--- src/core/loopback_biphase_consts.vh ---
/*
 * Constants for the loopback and biphase transmit control block:
 * register byte addresses, field positions, reset values and mode codes.
 * Assumes inclusion by bare name from the core/ design files.
 */
`ifndef LOOPBACK_BIPHASE_CONSTS_VH
`define LOOPBACK_BIPHASE_CONSTS_VH

// register byte addresses on the apb window
`define ADDR_LOOPBACK_CONTROL 12'h000
`define ADDR_BIPHASE_TX_CONTROL 12'h004
`define ADDR_PORT_STATUS 12'h008
`define ADDR_WIDTH 12

// loopback_control fields
`define LB_ENABLE_BIT 0
`define LB_PAIR_DIR_BIT 1
`define LB_MODE_LO 2
`define LB_MODE_HI 3

// biphase_tx_control fields
`define BP_ENABLE_BIT 0
`define BP_LEFT_FLAG_BIT 2
`define BP_RIGHT_FLAG_BIT 3

// writable masks: bits 31..4 and biphase bit 1 stay zero
`define LB_WRITE_MASK 32'h0000000f
`define BP_WRITE_MASK 32'h0000000d

// reset values
`define LB_RESET 32'h00000000
`define BP_RESET 32'h00000000

// generator mode codes
`define GEN_MODE_DEFAULT 2'h0
`define GEN_MODE_SHARED_TX 2'h1

// status word fields
`define ST_LB_ACTIVE_BIT 0
`define ST_SHARED_GEN_BIT 1
`define ST_BIPHASE_BIT 2
`define ST_CHANGE_REFUSED_BIT 3
`define ST_BAD_MODE_BIT 4

// apb zero read data, also the answer sent with pslverr on unmapped reads
`define DATA_ZERO 32'h00000000

`endif

--- src/core/loopback_pair_router.v ---
/*
 * Internal loopback router: pairs serializers two by two and, when loopback
 * is active, feeds each transmitter's output into its partner's receive input.
 * Assumes an even serializer count and same-clock inputs.
 */
`timescale 1ns/1ps
module loopback_pair_router #(
   parameter SERIALIZERS = 16
) (
   // clock and reset
   input wire clk_sys,
   input wire sys_rst,
   // controls
   input wire loopbackActive,
   input wire pairDirection,
   // serializer data
   input wire [SERIALIZERS-1:0] serTxData,
   input wire [SERIALIZERS-1:0] pinRxData,
   output reg [SERIALIZERS-1:0] serRxData,
   output reg [SERIALIZERS-1:0] serIsTransmitter
);

   genvar p;
   generate
      for (p = 0; p < SERIALIZERS / 2; p = p + 1) begin : pairs
         // per pair: loopback replaces the pin, never mixes with it
         always @(posedge clk_sys) begin
            if (sys_rst) begin
               serRxData[2*p] <= 1'b0;
               serRxData[2*p+1] <= 1'b0;
               serIsTransmitter[2*p] <= 1'b0;
               serIsTransmitter[2*p+1] <= 1'b0;
            end else if (loopbackActive && !pairDirection) begin
               serRxData[2*p] <= serTxData[2*p+1];
               serRxData[2*p+1] <= pinRxData[2*p+1];
               serIsTransmitter[2*p] <= 1'b0;
               serIsTransmitter[2*p+1] <= 1'b1;
            end else if (loopbackActive) begin
               serRxData[2*p] <= pinRxData[2*p];
               serRxData[2*p+1] <= serTxData[2*p];
               serIsTransmitter[2*p] <= 1'b1;
               serIsTransmitter[2*p+1] <= 1'b0;
            end else begin
               serRxData[2*p] <= pinRxData[2*p];
               serRxData[2*p+1] <= pinRxData[2*p+1];
               serIsTransmitter[2*p] <= 1'b0;
               serIsTransmitter[2*p+1] <= 1'b0;
            end
         end
      end
   endgenerate

endmodule

--- src/core/biphase_flag_select.v ---
/*
 * Chooses the validity flag for the subframe being sent: even slots are the
 * left subframe, odd slots the right. Assumes the slot index is on clk_sys.
 */
`timescale 1ns/1ps
module biphase_flag_select #(
   parameter SLOT_WIDTH = 9
) (
   // clock and reset
   input wire clk_sys,
   input wire sys_rst,
   // settings
   input wire leftFlag,
   input wire rightFlag,
   input wire biphaseMode,
   // slot position
   input wire [SLOT_WIDTH-1:0] txSlot,
   output reg validFlag
);

   // flag only meaningful in biphase mode; otherwise held low
   always @(posedge clk_sys) begin
      if (sys_rst) begin
         validFlag <= 1'b0;
      end else if (!biphaseMode) begin
         validFlag <= 1'b0;
      end else if (txSlot[0]) begin
         validFlag <= rightFlag;
      end else begin
         validFlag <= leftFlag;
      end
   end

endmodule

--- src/core/loopback_biphase_ctrl.v ---
/*
 * Loopback and biphase transmit control: apb slave holding the loopback
 * control and biphase transmit control registers plus a status word, steering
 * the generator sharing, serializer pairing and transmit framing mode.
 * Assumes a single clk_sys domain; global release bits come from same-clock logic.
 */
// The APB register port and the register addresses are this design's own decisions.
`timescale 1ns/1ps
`include "loopback_biphase_consts.vh"
module loopback_biphase_ctrl #(
   parameter SERIALIZERS = 16,
   parameter SLOT_WIDTH = 9
) (
   // clock and reset
   input wire clk_sys,
   input wire sys_rst,
   // apb slave
   input wire psel,
   input wire penable,
   input wire pwrite,
   input wire [`ADDR_WIDTH-1:0] paddr,
   input wire [31:0] pwdata,
   output reg [31:0] prdata,
   output reg pready,
   output reg pslverr,
   // global release bits, same clock
   input wire txStateMachineRelease,
   input wire txSerializerRelease,
   input wire txClockDividerRelease,
   input wire txHfClockDividerRelease,
   // serializers
   input wire [SERIALIZERS-1:0] serTxData,
   input wire [SERIALIZERS-1:0] pinRxData,
   output wire [SERIALIZERS-1:0] serRxData,
   output wire [SERIALIZERS-1:0] serIsTransmitter,
   // transmit slot and framing
   input wire [SLOT_WIDTH-1:0] txSlot,
   output wire validFlag,
   output reg biphaseTransmitMode,
   output reg rxUsesTxGenerators,
   output reg loopbackActive
);

   reg [31:0] loopbackControl_reg;
   reg [31:0] biphaseTxControl_reg;
   reg changeRefused_reg;
   reg pairDirection_reg;
   reg [31:0] loopbackControl_next;
   reg [31:0] biphaseTxControl_next;
   reg changeRefused_next;
   reg [31:0] readData;
   reg addrHit;
   wire accessPhase;
   wire writeStrobe;
   wire [1:0] genMode;
   wire loopbackEnable;
   wire biphaseTxEnable;
   wire badMode;

   // address decode shared by read and write paths
   function [1:0] decodeAddr;
      input [`ADDR_WIDTH-1:0] a;
      begin
         if (a == `ADDR_LOOPBACK_CONTROL) begin
            decodeAddr = 2'h1;
         end else if (a == `ADDR_BIPHASE_TX_CONTROL) begin
            decodeAddr = 2'h2;
         end else if (a == `ADDR_PORT_STATUS) begin
            decodeAddr = 2'h3;
         end else begin
            decodeAddr = 2'h0;
         end
      end
   endfunction

   // one-wait-state slave: pready rises one cycle into the access phase
   assign accessPhase = psel && penable && !pready;
   // a write lands only at the edge where the master sees pready high, never a cycle early
   assign writeStrobe = psel && penable && pready && pwrite;

   assign loopbackEnable = loopbackControl_reg[`LB_ENABLE_BIT];
   assign genMode = loopbackControl_reg[`LB_MODE_HI:`LB_MODE_LO];
   assign biphaseTxEnable = biphaseTxControl_reg[`BP_ENABLE_BIT];
   // software slip flag: mode outside 01 while looped, or nonzero while not
   assign badMode = loopbackEnable ? (genMode != `GEN_MODE_SHARED_TX) : (genMode != `GEN_MODE_DEFAULT);

   // register write path; reserved bits masked away
   always @* begin
      loopbackControl_next = loopbackControl_reg;
      biphaseTxControl_next = biphaseTxControl_reg;
      changeRefused_next = changeRefused_reg;
      if (writeStrobe) begin
         if (decodeAddr(paddr) == 2'h1) begin
            loopbackControl_next = pwdata & `LB_WRITE_MASK;
         end else if (decodeAddr(paddr) == 2'h2) begin
            biphaseTxControl_next = pwdata & `BP_WRITE_MASK;
            // the enable is accepted regardless of clock divider state
            // a change while the state machine runs is still taken, but flagged
            if ((pwdata[`BP_ENABLE_BIT] != biphaseTxEnable) && txStateMachineRelease) begin
               changeRefused_next = 1'b1;
            end
         end else if (decodeAddr(paddr) == 2'h3) begin
            // writing status with bit 3 set clears the sticky flag; the other status bits have no effect
            if (pwdata[`ST_CHANGE_REFUSED_BIT]) begin
               changeRefused_next = 1'b0;
            end
         end
      end
   end

   // read mux; unmapped addresses read zero and answer with pslverr
   always @* begin
      readData = `DATA_ZERO;
      addrHit = 1'b1;
      if (decodeAddr(paddr) == 2'h1) begin
         readData = loopbackControl_reg;
      end else if (decodeAddr(paddr) == 2'h2) begin
         readData = biphaseTxControl_reg;
      end else if (decodeAddr(paddr) == 2'h3) begin
         readData[`ST_LB_ACTIVE_BIT] = loopbackActive;
         readData[`ST_SHARED_GEN_BIT] = rxUsesTxGenerators;
         readData[`ST_BIPHASE_BIT] = biphaseTransmitMode;
         readData[`ST_CHANGE_REFUSED_BIT] = changeRefused_reg;
         readData[`ST_BAD_MODE_BIT] = badMode;
      end else begin
         addrHit = 1'b0;
      end
   end

   // apb handshake and register state
   always @(posedge clk_sys) begin
      if (sys_rst) begin
         loopbackControl_reg <= `LB_RESET;
         biphaseTxControl_reg <= `BP_RESET;
         changeRefused_reg <= 1'b0;
         prdata <= `DATA_ZERO;
         pready <= 1'b0;
         pslverr <= 1'b0;
      end else begin
         loopbackControl_reg <= loopbackControl_next;
         biphaseTxControl_reg <= biphaseTxControl_next;
         changeRefused_reg <= changeRefused_next;
         pready <= accessPhase;
         pslverr <= accessPhase && !addrHit;
         if (accessPhase && !pwrite) begin
            prdata <= readData;
         end else begin
            prdata <= `DATA_ZERO;
         end
      end
   end

   // effective controls, registered so outputs come from flip-flops
   always @(posedge clk_sys) begin
      if (sys_rst) begin
         loopbackActive <= 1'b0;
         rxUsesTxGenerators <= 1'b0;
         biphaseTransmitMode <= 1'b0;
         pairDirection_reg <= 1'b0;
      end else begin
         loopbackActive <= loopbackEnable;
         // mode ignored unless loopback is on only 1h shares generators
         rxUsesTxGenerators <= loopbackEnable && (genMode == `GEN_MODE_SHARED_TX);
         // set: biphase framing clear: tdm or burst framing
         biphaseTransmitMode <= biphaseTxEnable;
         pairDirection_reg <= loopbackControl_reg[`LB_PAIR_DIR_BIT];
      end
   end

   // serializer pairing and internal data path
   loopback_pair_router #(
      .SERIALIZERS(SERIALIZERS)
   ) router (
      .clk_sys(clk_sys),
      .sys_rst(sys_rst),
      .loopbackActive(loopbackActive),
      .pairDirection(pairDirection_reg),
      .serTxData(serTxData),
      .pinRxData(pinRxData),
      .serRxData(serRxData),
      .serIsTransmitter(serIsTransmitter)
   );

   // subframe validity flag
   biphase_flag_select #(
      .SLOT_WIDTH(SLOT_WIDTH)
   ) flags (
      .clk_sys(clk_sys),
      .sys_rst(sys_rst),
      .leftFlag(biphaseTxControl_reg[`BP_LEFT_FLAG_BIT]),
      .rightFlag(biphaseTxControl_reg[`BP_RIGHT_FLAG_BIT]),
      .biphaseMode(biphaseTransmitMode),
      .txSlot(txSlot),
      .validFlag(validFlag)
   );

endmodule

--- config.mk ---
export PLATFORM = sky130hd
export DESIGN_NAME = loopback_biphase_ctrl
export DESIGN_NICKNAME = d
export VERILOG_FILES = /design/src/core/loopback_pair_router.v /design/src/core/biphase_flag_select.v /design/src/core/loopback_biphase_ctrl.v
export VERILOG_INCLUDE_DIRS = /design/src /design/src/core
export SDC_FILE = /design/constraint.sdc
export NUM_CORES = 1
export LEC_CHECK = 0
export ABC_CLOCK_PERIOD_IN_PS = 1650
export BUFFER_PORTS_ARGS = -buffer_cell sky130_fd_sc_hd__buf_2
export CAP_MARGIN = 15
export CORE_MARGIN = 2
export CORE_UTILIZATION = 35
export DETAILED_ROUTE_END_ITERATION = 16
export PLACE_DENSITY = 0.82
export SLEW_MARGIN = 0
export SYNTH_ARGS = -nofsm -noshare
export SYNTH_HDL_FRONTEND = slang
export SYNTH_HIERARCHICAL = 1
export SYNTH_SLANG_ARGS = --single-unit
--- constraint.sdc ---
create_clock -name clk_sys -period 1.65 [get_ports clk_sys]
set_input_delay 0.165 -clock clk_sys [delete_from_list [all_inputs] [get_ports clk_sys]]
set_output_delay 0.165 -clock clk_sys [all_outputs]
set_load 0.02 [all_outputs]
==> impl_summary.md, run 1 <==
Outcome
The flow ran to the end, and the final reports show no timing, DRC or antenna violations.

Logic synthesis
The unique cell type count in the Yosys netlist is between 40 and 50. The share of synthesized area in the top cell type comes to 0.383. By area the synthesized netlist is led by sky130_fd_sc_hd__dfxtp_1 (38%), sky130_fd_sc_hd__buf_4 (16%), sky130_fd_sc_hd__mux2i_1 (4.5%). The number of flops mapped to enable cells by yosys is 0. The portion of the post-synthesis area used by sequential elements is 0.383. The proportion of register bits with asynchronous set or reset after synthesis is 0. The most used flip-flop cell after synthesis is sky130_fd_sc_hd__dfxtp_1. The largest total area in the synthesized netlist belongs to sky130_fd_sc_hd__dfxtp_1. For this run, the number of Yosys warnings is 6. The number of synthesized register bits is 38.

In the synthesized netlist, the number of instances is roughly 200. After synthesis, the mean cell area works out to 9.73 um2. The synthesized area is 1990 um2.

Global route
The number of antenna violations at the first check in global routing is 0. Entering global routing, the biggest net connects 23 pins. The number of global-route vias before repair is between 1,000 and 1,500.

The total track usage is 0.137. After global routing the overflow that remains totals 0. The first global-routing pass estimated roughly 6700 um of wire.

Critical path
STA classifies the critical path startpoint as an input pin. In this run the critical register-to-register path is captured at loopbackControl_reg[3]. The reg-to-reg setup timing slack is about 0.27 ns. The worst register-to-register path begins at pready. The arrival time reported for the critical path endpoint is between 1.5 and 2 ns. The kind of end point of the critical path is a register. The depth of the most critical reg-to-reg path is 6. The setup path with the least slack is of type input pin to register.

The required time of the critical path is between 1.5 and 2 ns. The maximum fanout count along the critical path is 4.

Finish
The fraction of layout instances using a drive strength above 1 is 0.459. The final standard cell utilization of the core is 0.445. For this run, the post-layout net count is 387. The synthesis-to-layout area growth is 23.3%.

The post-route standard cell area excluding fillers is approximately 2400 um2. Fill cells in the final layout number approximately 550. The register with the most flip-flops in the layout has 16 of them. In the final layout, flip-flops and latches occupy around 760 um2. The final antenna diode count is 0.

The area used by multi-input combinational logic is a little over 900 um2.

Worst hold path
The kind of path behind the tightest hold check is input pin to register. For hold timing, the worst endpoint is loopbackControl_reg[1]. The number of stages on the worst hold path is 3. In this run the most critical hold path is launched from pwdata[1].

Clock network
The clock-pin slew reported for the worst setup and hold paths after clock tree synthesis is roughly 0.080 ns. The clock network latency to the later pin of the worst-skew pair is ~0.29 ns. The count of cells resized by post-cts repair is 0.

The number of buffers inserted by post-CTS setup repair is 0. The clock root buffer is sky130_fd_sc_hd__clkbuf_8. The hold-fix buffer count after cts is 0. The H-tree was split into 2 levels.

The clock tree from TritonCTS is yes. The clock net in this run drives a total of 38 sinks. The TritonCTS buffer count is 5. The longest clock path from root to sink contains 2 buffers.

Power
The power density over the cells is roughly 800 nW/um2. Of the total power, combinational logic draws 0.129. Of the total power, the share spent switching nets is 0.252. IR analysis of the VDD net gives a maximum drop of 0.388 mV.

Cell internal power was estimated by the tool at between 1000 and 1500 uW. The relative contribution of the clock network to total power is 0.396. The reported net switching power is between 500 and 600 uW. The fraction of power consumed by sequential logic is 0.475. For this design the static power due to leakage is around 0.0012 uW. The total power consumption of the routed design is 1990 uW.

Timing
The setup violation total in the final timing report is 0. The setup skew after layout is approximately 0.0041 ns. The ratio of final minimum period to clock period is 0.893.

The post-route minimum period is approximately 1.5 ns. The setup TNS is 0 ns. The tightest hold path in the finished design has a slack of about 0.11 ns. The count of final hold-check violations is 0. The total count of max-transition violations in the final report was 0. Derived from the worst setup path, the maximum achievable clock frequency is about 0.68 GHz.

Setup repair after global routing left no endpoint under its margin.

Die
The die covers approximately 6300 um2. The floorplan step defined a core boundary enclosing 5510 um2. The top-level port count is between 150 and 200.

The floorplan step set the die height to 79.3 um. The starting utilization of the core area is 0.361. The cell row count is 27. The die width is 79.3 um.

Detailed routing
The detailed router finished its first iteration with between 40 and 50 violations. Wires add up to between 4000 and 5000 um. The routed length per placed instance is between 10 and 15 um. The number of vias per cell after detailed routing is around 4.4. The count of TritonRoute iterations in the first routing pass is 4. The total number of vias is roughly 1,600. The antenna violation net count after detailed routing is 0. The count of unresolved DRC violations after routing is 0.

Job
Max-cap violations in this run came to 0.

Placement
The HPWL reported at the end of detailed placement is approximately 3400 um. The final weighted congestion in routability-driven placement is between 0.7 and 0.8. The cell area after placement is approximately 2300 um2. Port buffering added 97 buffers.
## cells in the final DEF, fill, tap and decap left out, types with 3 or more instances in the layout
master                     instances
sky130_fd_sc_hd__o21ai_1           7
sky130_fd_sc_hd__mux2i_1           9
sky130_fd_sc_hd__buf_2            97
sky130_fd_sc_hd__nor3_1            3
sky130_fd_sc_hd__nand2_1           3
sky130_fd_sc_hd__nor2b_1           6
sky130_fd_sc_hd__buf_4            10
sky130_fd_sc_hd__conb_1           27
sky130_fd_sc_hd__clkbuf_8          5
sky130_fd_sc_hd__a21bo_2           7
sky130_fd_sc_hd__nor2_1           11
sky130_fd_sc_hd__dfxtp_1          38
sky130_fd_sc_hd__or4bb_1           6
sky130_fd_sc_hd__inv_1             4
sky130_fd_sc_hd__nand3_1          10
sky130_fd_sc_hd__a21oi_1          10
sky130_fd_sc_hd__or4_4             3
sky130_fd_sc_hd__nand2b_1          8
sky130_fd_sc_hd__o221a_2           3
## synth_stat cells, types with 3 or more instances
cell / number
sky130_fd_sc_hd__buf_4: 41
sky130_fd_sc_hd__dfxtp_1: 38
sky130_fd_sc_hd__nor2_1: 11
sky130_fd_sc_hd__a21oi_1: 10
sky130_fd_sc_hd__nand3_1: 10
sky130_fd_sc_hd__mux2i_1: 9
sky130_fd_sc_hd__nand2b_1: 8
sky130_fd_sc_hd__a21bo_2: 7
sky130_fd_sc_hd__o21ai_1: 7
sky130_fd_sc_hd__nor2b_1: 6
sky130_fd_sc_hd__or4bb_1: 6
sky130_fd_sc_hd__buf_6: 4
sky130_fd_sc_hd__inv_1: 4
sky130_fd_sc_hd__nand2_1: 3
sky130_fd_sc_hd__nor3_1: 3
sky130_fd_sc_hd__o221a_2: 3
sky130_fd_sc_hd__or4_4: 3
## worst max-delay path: stages
cell and delay, ns:
sky130_fd_sc_hd__buf_2 0.11, sky130_fd_sc_hd__or4_4 0.56, sky130_fd_sc_hd__or4_4 0.58, sky130_fd_sc_hd__mux2i_1 0.18, sky130_fd_sc_hd__nor2_1 0.05
## how the worst max path moves through the flow
| stage | endpoint | start |
|---|---|---|
| after floorplan | biphaseTxControl_reg[0] | paddr[7] |
| after global placement | loopbackControl_reg[2] | paddr[7] |
| after detailed placement | biphaseTxControl_reg[3] | paddr[9] |
| after CTS | biphaseTxControl_reg[3] | paddr[9] |
| after global routing | biphaseTxControl_reg[3] | paddr[9] |
| final | biphaseTxControl_reg[3] | paddr[9] |
## metal layers
metal	global-route usage	up-vias	part of all wire
li1	-	817	-
met1	0.155	730	0.41
met2	0.233	65	0.50
met3	0.0443	6	0.080
met4	0.0655	0	0.018
met5	0	-	0
## final cells by class
| class | count | share of cell area |
|---|---|---|
| clock inverters | 3 | 0.0184 |
| clock buffers | 5 | 0.0281 |
| repair buffers | 107 | 0.229 |
| well taps | 72 | 0.0368 |
| multi-input cells | 137 | 0.371 |
| flip-flops and latches | 38 | 0.311 |
| inverters | 4 | 0.00613 |
## stage by stage
step	cells	setup WS [ns]
2_1_floorplan	230	-0.0259
3_3_place_gp	358	-0.0966
3_5_place_dp	358	-0.139
4_1_cts	366	0.179
5_1_grt	366	0.139
6_report	366	0.177
## power groups by stage
stage | clock (uW) | sequential (uW) | combinational [uW]
floorplan | 0 | 996 | 166
global placement | 0 | 965 | 251
detailed placement | 0 | 967 | 256
CTS | 814 | 945 | 257
global route | 855 | 947 | 280
finish | 788 | 945 | 257
## cell families after synthesis
logic type | Yosys count | synth area share
buffers and inverters | 55 | 0.209
xor gates and xnor gates | 2 | 0.00882
muxes | 9 | 0.0454
other | 1 | 0.00189
AOI/OAI and AO/OA | 34 | 0.125
DFF | 38 | 0.383
and+or+nand+nor | 65 | 0.227
(Power assumes the default switching activity.)
==> run 2: changes to the inputs <==
--- a/config.mk
+++ b/config.mk
@@ -9,8 +9,12 @@
 export ABC_CLOCK_PERIOD_IN_PS = 1650
 export BUFFER_PORTS_ARGS = -buffer_cell sky130_fd_sc_hd__buf_2
 export CAP_MARGIN = 15
+export CELL_PAD_IN_SITES_DETAIL_PLACEMENT = 0
+export CELL_PAD_IN_SITES_GLOBAL_PLACEMENT = 1
+export CORE_ASPECT_RATIO = 1.75
 export CORE_MARGIN = 2
-export CORE_UTILIZATION = 35
+export CORE_UTILIZATION = 24
+export CTS_CLUSTER_DIAMETER = 50
 export DETAILED_ROUTE_END_ITERATION = 16
 export PLACE_DENSITY = 0.82
 export SLEW_MARGIN = 0
==> run 2 against run 1 <==
Non-clock buffer count up 2. Register-to-register slack about the same. Hold slack better by 0.011 ns. First-iteration DRC count down 65%. Sequential cell count unchanged. Sequential share of layout area down 0.88 points. Clock skew up 0.00094 ns. Combinational power about the same. Critical path type unchanged. Highest routed layer unchanged.
==> impl_summary.md, run 2 (synthesis gave the netlist of run 1 again) <==
Outcome
The flow ran to the end, and the final reports show no timing, DRC or antenna violations.

Finish
The fraction of layout instances using a drive strength above 1 is 0.459 (about the same). The flip-flop count of the largest register, all copies and words added was 16 (unchanged). The commonest non-fill, non-tap cell in the layout is sky130_fd_sc_hd__buf_2. The final layout net count is 389 (+0.52%).

The post-route standard cell area excluding fillers is 2520 um2 (+2.9%). The synthesis-to-layout area growth is 26.9%. The number of filler cells placed in the layout is 873 (+59%). The final antenna diode count is 0 (unchanged). The top cell types in the final layout, fill and taps aside, are sky130_fd_sc_hd__buf_2 (97), sky130_fd_sc_hd__dfxtp_1 (38), sky130_fd_sc_hd__conb_1 (27). The sequential cell area is 761 um2 (unchanged). The area used by multi-input combinational logic was 908 um2 (unchanged).

Critical path
The depth of the most critical reg-to-reg path is 4 (-2). The endpoint of the worst-slack reg-to-reg timing path is biphaseTxControl_reg[3]. The worst setup path is launched from an input pin.

The arrival time reported for the critical path endpoint is 1.65 ns (about the same). In this run the worst setup path begins at paddr[9]. The reg-to-reg setup timing slack is 0.26 ns (about the same). The class of the most critical setup path is input pin to register. The maximum fanout count along the critical path is 4 (unchanged). The worst setup path is captured at a register. The worst setup path endpoint is biphaseTxControl_reg[3].

The required time of the critical path is 1.82 ns (about the same). The startpoint of the worst-slack reg-to-reg timing path is pready.

Clock network
The tree is rooted in a sky130_fd_sc_hd__clkbuf_16. The clock tree buffer depth is 2 (unchanged). The number of buffers inserted by post-CTS setup repair is 0 (unchanged).

The H-tree depth reported by CTS is 2 (unchanged). The count of cells resized by post-cts repair came to 0 (unchanged). The clock network latency to the later pin of the worst-skew pair is 0.28 ns (about the same). The number of clock sinks was 38 (unchanged). TritonCTS built the clock tree. The TritonCTS buffer count is 5 (unchanged). The clock-pin slew reported for the worst setup and hold paths after clock tree synthesis is 0.06 ns (-0.02 ns). The hold-fix buffer count after cts is 0 (unchanged).

Power
The relative contribution of the clock network to total power is 0.442 (+0.046). The combinational power share came to 0.120 (-0.009). The reported net switching power is 519 uW (+3.7%). The total power consumption of the routed design was 2160 uW (+8.6%). The fraction of power consumed by sequential logic came to 0.438 (-0.037).

The power density over the cells was 857 nW/um2 (+5.5%). The internal power is 1640 uW (+10%). The switching part of the total is 0.240 (-0.0113). The worst vdd rail ir drop came to 0.485 mV (+25%). The standby leakage power came to 0.00125 uW (+2.8%).

Detailed routing
The routed length per placed instance came to 12.9 um (+8.3%). The first-iteration detailed-routing DRC count is 17 (-65%). The total number of vias was 1,672 (+3.3%). The antenna violation net count after detailed routing is 0 (unchanged). The number of vias per cell after detailed routing came to 4.33 (-2.0%).

The count of TritonRoute iterations in the first routing pass came to 4 (unchanged). The total wire length is 4980 um (+14%). The count of unresolved DRC violations after routing is 0 (unchanged).

Placement
The post-placement setup slack is -0.127 ns (+0.0121 ns). The HPWL reported at the end of detailed placement is 3970 um (+16%). The count of port buffers added during placement came to 97 (unchanged). The cell area after placement is 2370 um2 (+1.6%). The final weighted congestion in routability-driven placement is 0.774 (-0.10%).

Global route
The most utilized layer in the global route result is met2. The number of global-route vias before repair came to 1,621 (+9.6%). The global-route track usage on met2 is 0.202 (-0.0309). The total congestion overflow after global routing came to 0 (unchanged).

The total track usage is 0.112 (-0.0252). The met3 capacity usage during global routing is 0.0364 (-0.00791). The maximum number of pins on one net before global-route repair is 16 (-30%). The met1 track demand over resource in global routing is 0.110 (-0.0443). The number of antenna violations at the first check in global routing is 0 (unchanged). The first-pass GRT wire length came to 7730 um (+16%).

Die
The top-level port count is 164 (unchanged). The starting utilization of the core area came to 0.249 (-0.111). The overall die height is 124 um (+57%). The die width was 72.8 um (-8.3%). The die footprint is 9050 um2 (+44%).

The cell row count was 43 (+59%). The core footprint is 7960 um2 (+45%).

Timing
The ratio of final minimum period to clock period came to 0.898 (+0.00514). The setup violation total in the final timing report is 0 (unchanged). The post-route minimum period is 1.48 ns (+0.00848 ns). The setup skew after layout came to 0.00507 ns (+0.000936 ns). The worst-case setup margin in the final layout was 0.168 ns (-0.00848 ns). The count of final hold-check violations is 0 (unchanged). The setup TNS was 0 ns (unchanged). The total count of max-transition violations in the final report is 0 (unchanged). The upper clock frequency limit is 0.675 GHz (-0.57%).

Setup repair after global routing left no endpoint under its margin.

Worst hold path
The kind of path behind the tightest hold check is input pin to register.

Job
The count of maximum capacitance violations was 0 (unchanged).
[run 2: area by class of cell]
type                            count  share of cell area
Clock buffer                        7              0.0566
Clock inverter                      1             0.00199
Inverter                            4             0.00596
Multi-Input combinational cell    137               0.360
Sequential cell                    38               0.302
Tap cell                           90              0.0447
Timing Repair Buffer              109               0.228
[run 2: worst min path at each step]
| stage | startpoint | end | slack [ns] | depth (start not counted) |
|---|---|---|---|---|
| CTS | pwdata[1] | loopbackControl_reg[1] | 0.12 | 3 |
| detailed placement | pwdata[1] | loopbackControl_reg[1] | 0.41 | 3 |
| finish | pwdata[1] | loopbackControl_reg[1] | 0.12 | 3 |
| floorplan | sys_rst | flags/validFlag | 0.23 | 1 |
| global route | pwdata[1] | loopbackControl_reg[1] | 0.13 | 3 |
| global placement | pwdata[1] | loopbackControl_reg[1] | 0.40 | 3 |
[run 2: layer usage]
metal  vias to the layer above  share of wire
met5                         -              0
met4                         0          0.027
met3                        11          0.093
met2                        89           0.52
met1                       749           0.36
li1                        823              -
[run 2: per-stage QoR]
stage,cells,hold slack (ns),utilization
2_1_floorplan,230,0.235,-
3_3_place_gp,378,0.400,0.298
3_5_place_dp,378,0.413,0.298
4_1_cts,386,0.118,0.316
5_1_grt,386,0.131,0.316
6_report,386,0.123,0.316
[run 2: power groups by stage]
| stage | logic [uW] | clock network (uW) | registers (uW) |
|---|---|---|---|
| 2_1_floorplan | 166 | 0 | 996 |
| 3_3_place_gp | 257 | 0 | 965 |
| 3_5_place_dp | 259 | 0 | 966 |
| 4_1_cts | 259 | 1010 | 946 |
| 5_1_grt | 282 | 1050 | 947 |
| 6_report | 258 | 956 | 946 |
[run 2: worst max-delay path, cell delays in order]
cell                      delay [ns]
sky130_fd_sc_hd__buf_2          0.10
sky130_fd_sc_hd__or4_4          0.56
sky130_fd_sc_hd__or4_4          0.59
sky130_fd_sc_hd__mux2i_1        0.17
sky130_fd_sc_hd__nor2_1         0.06
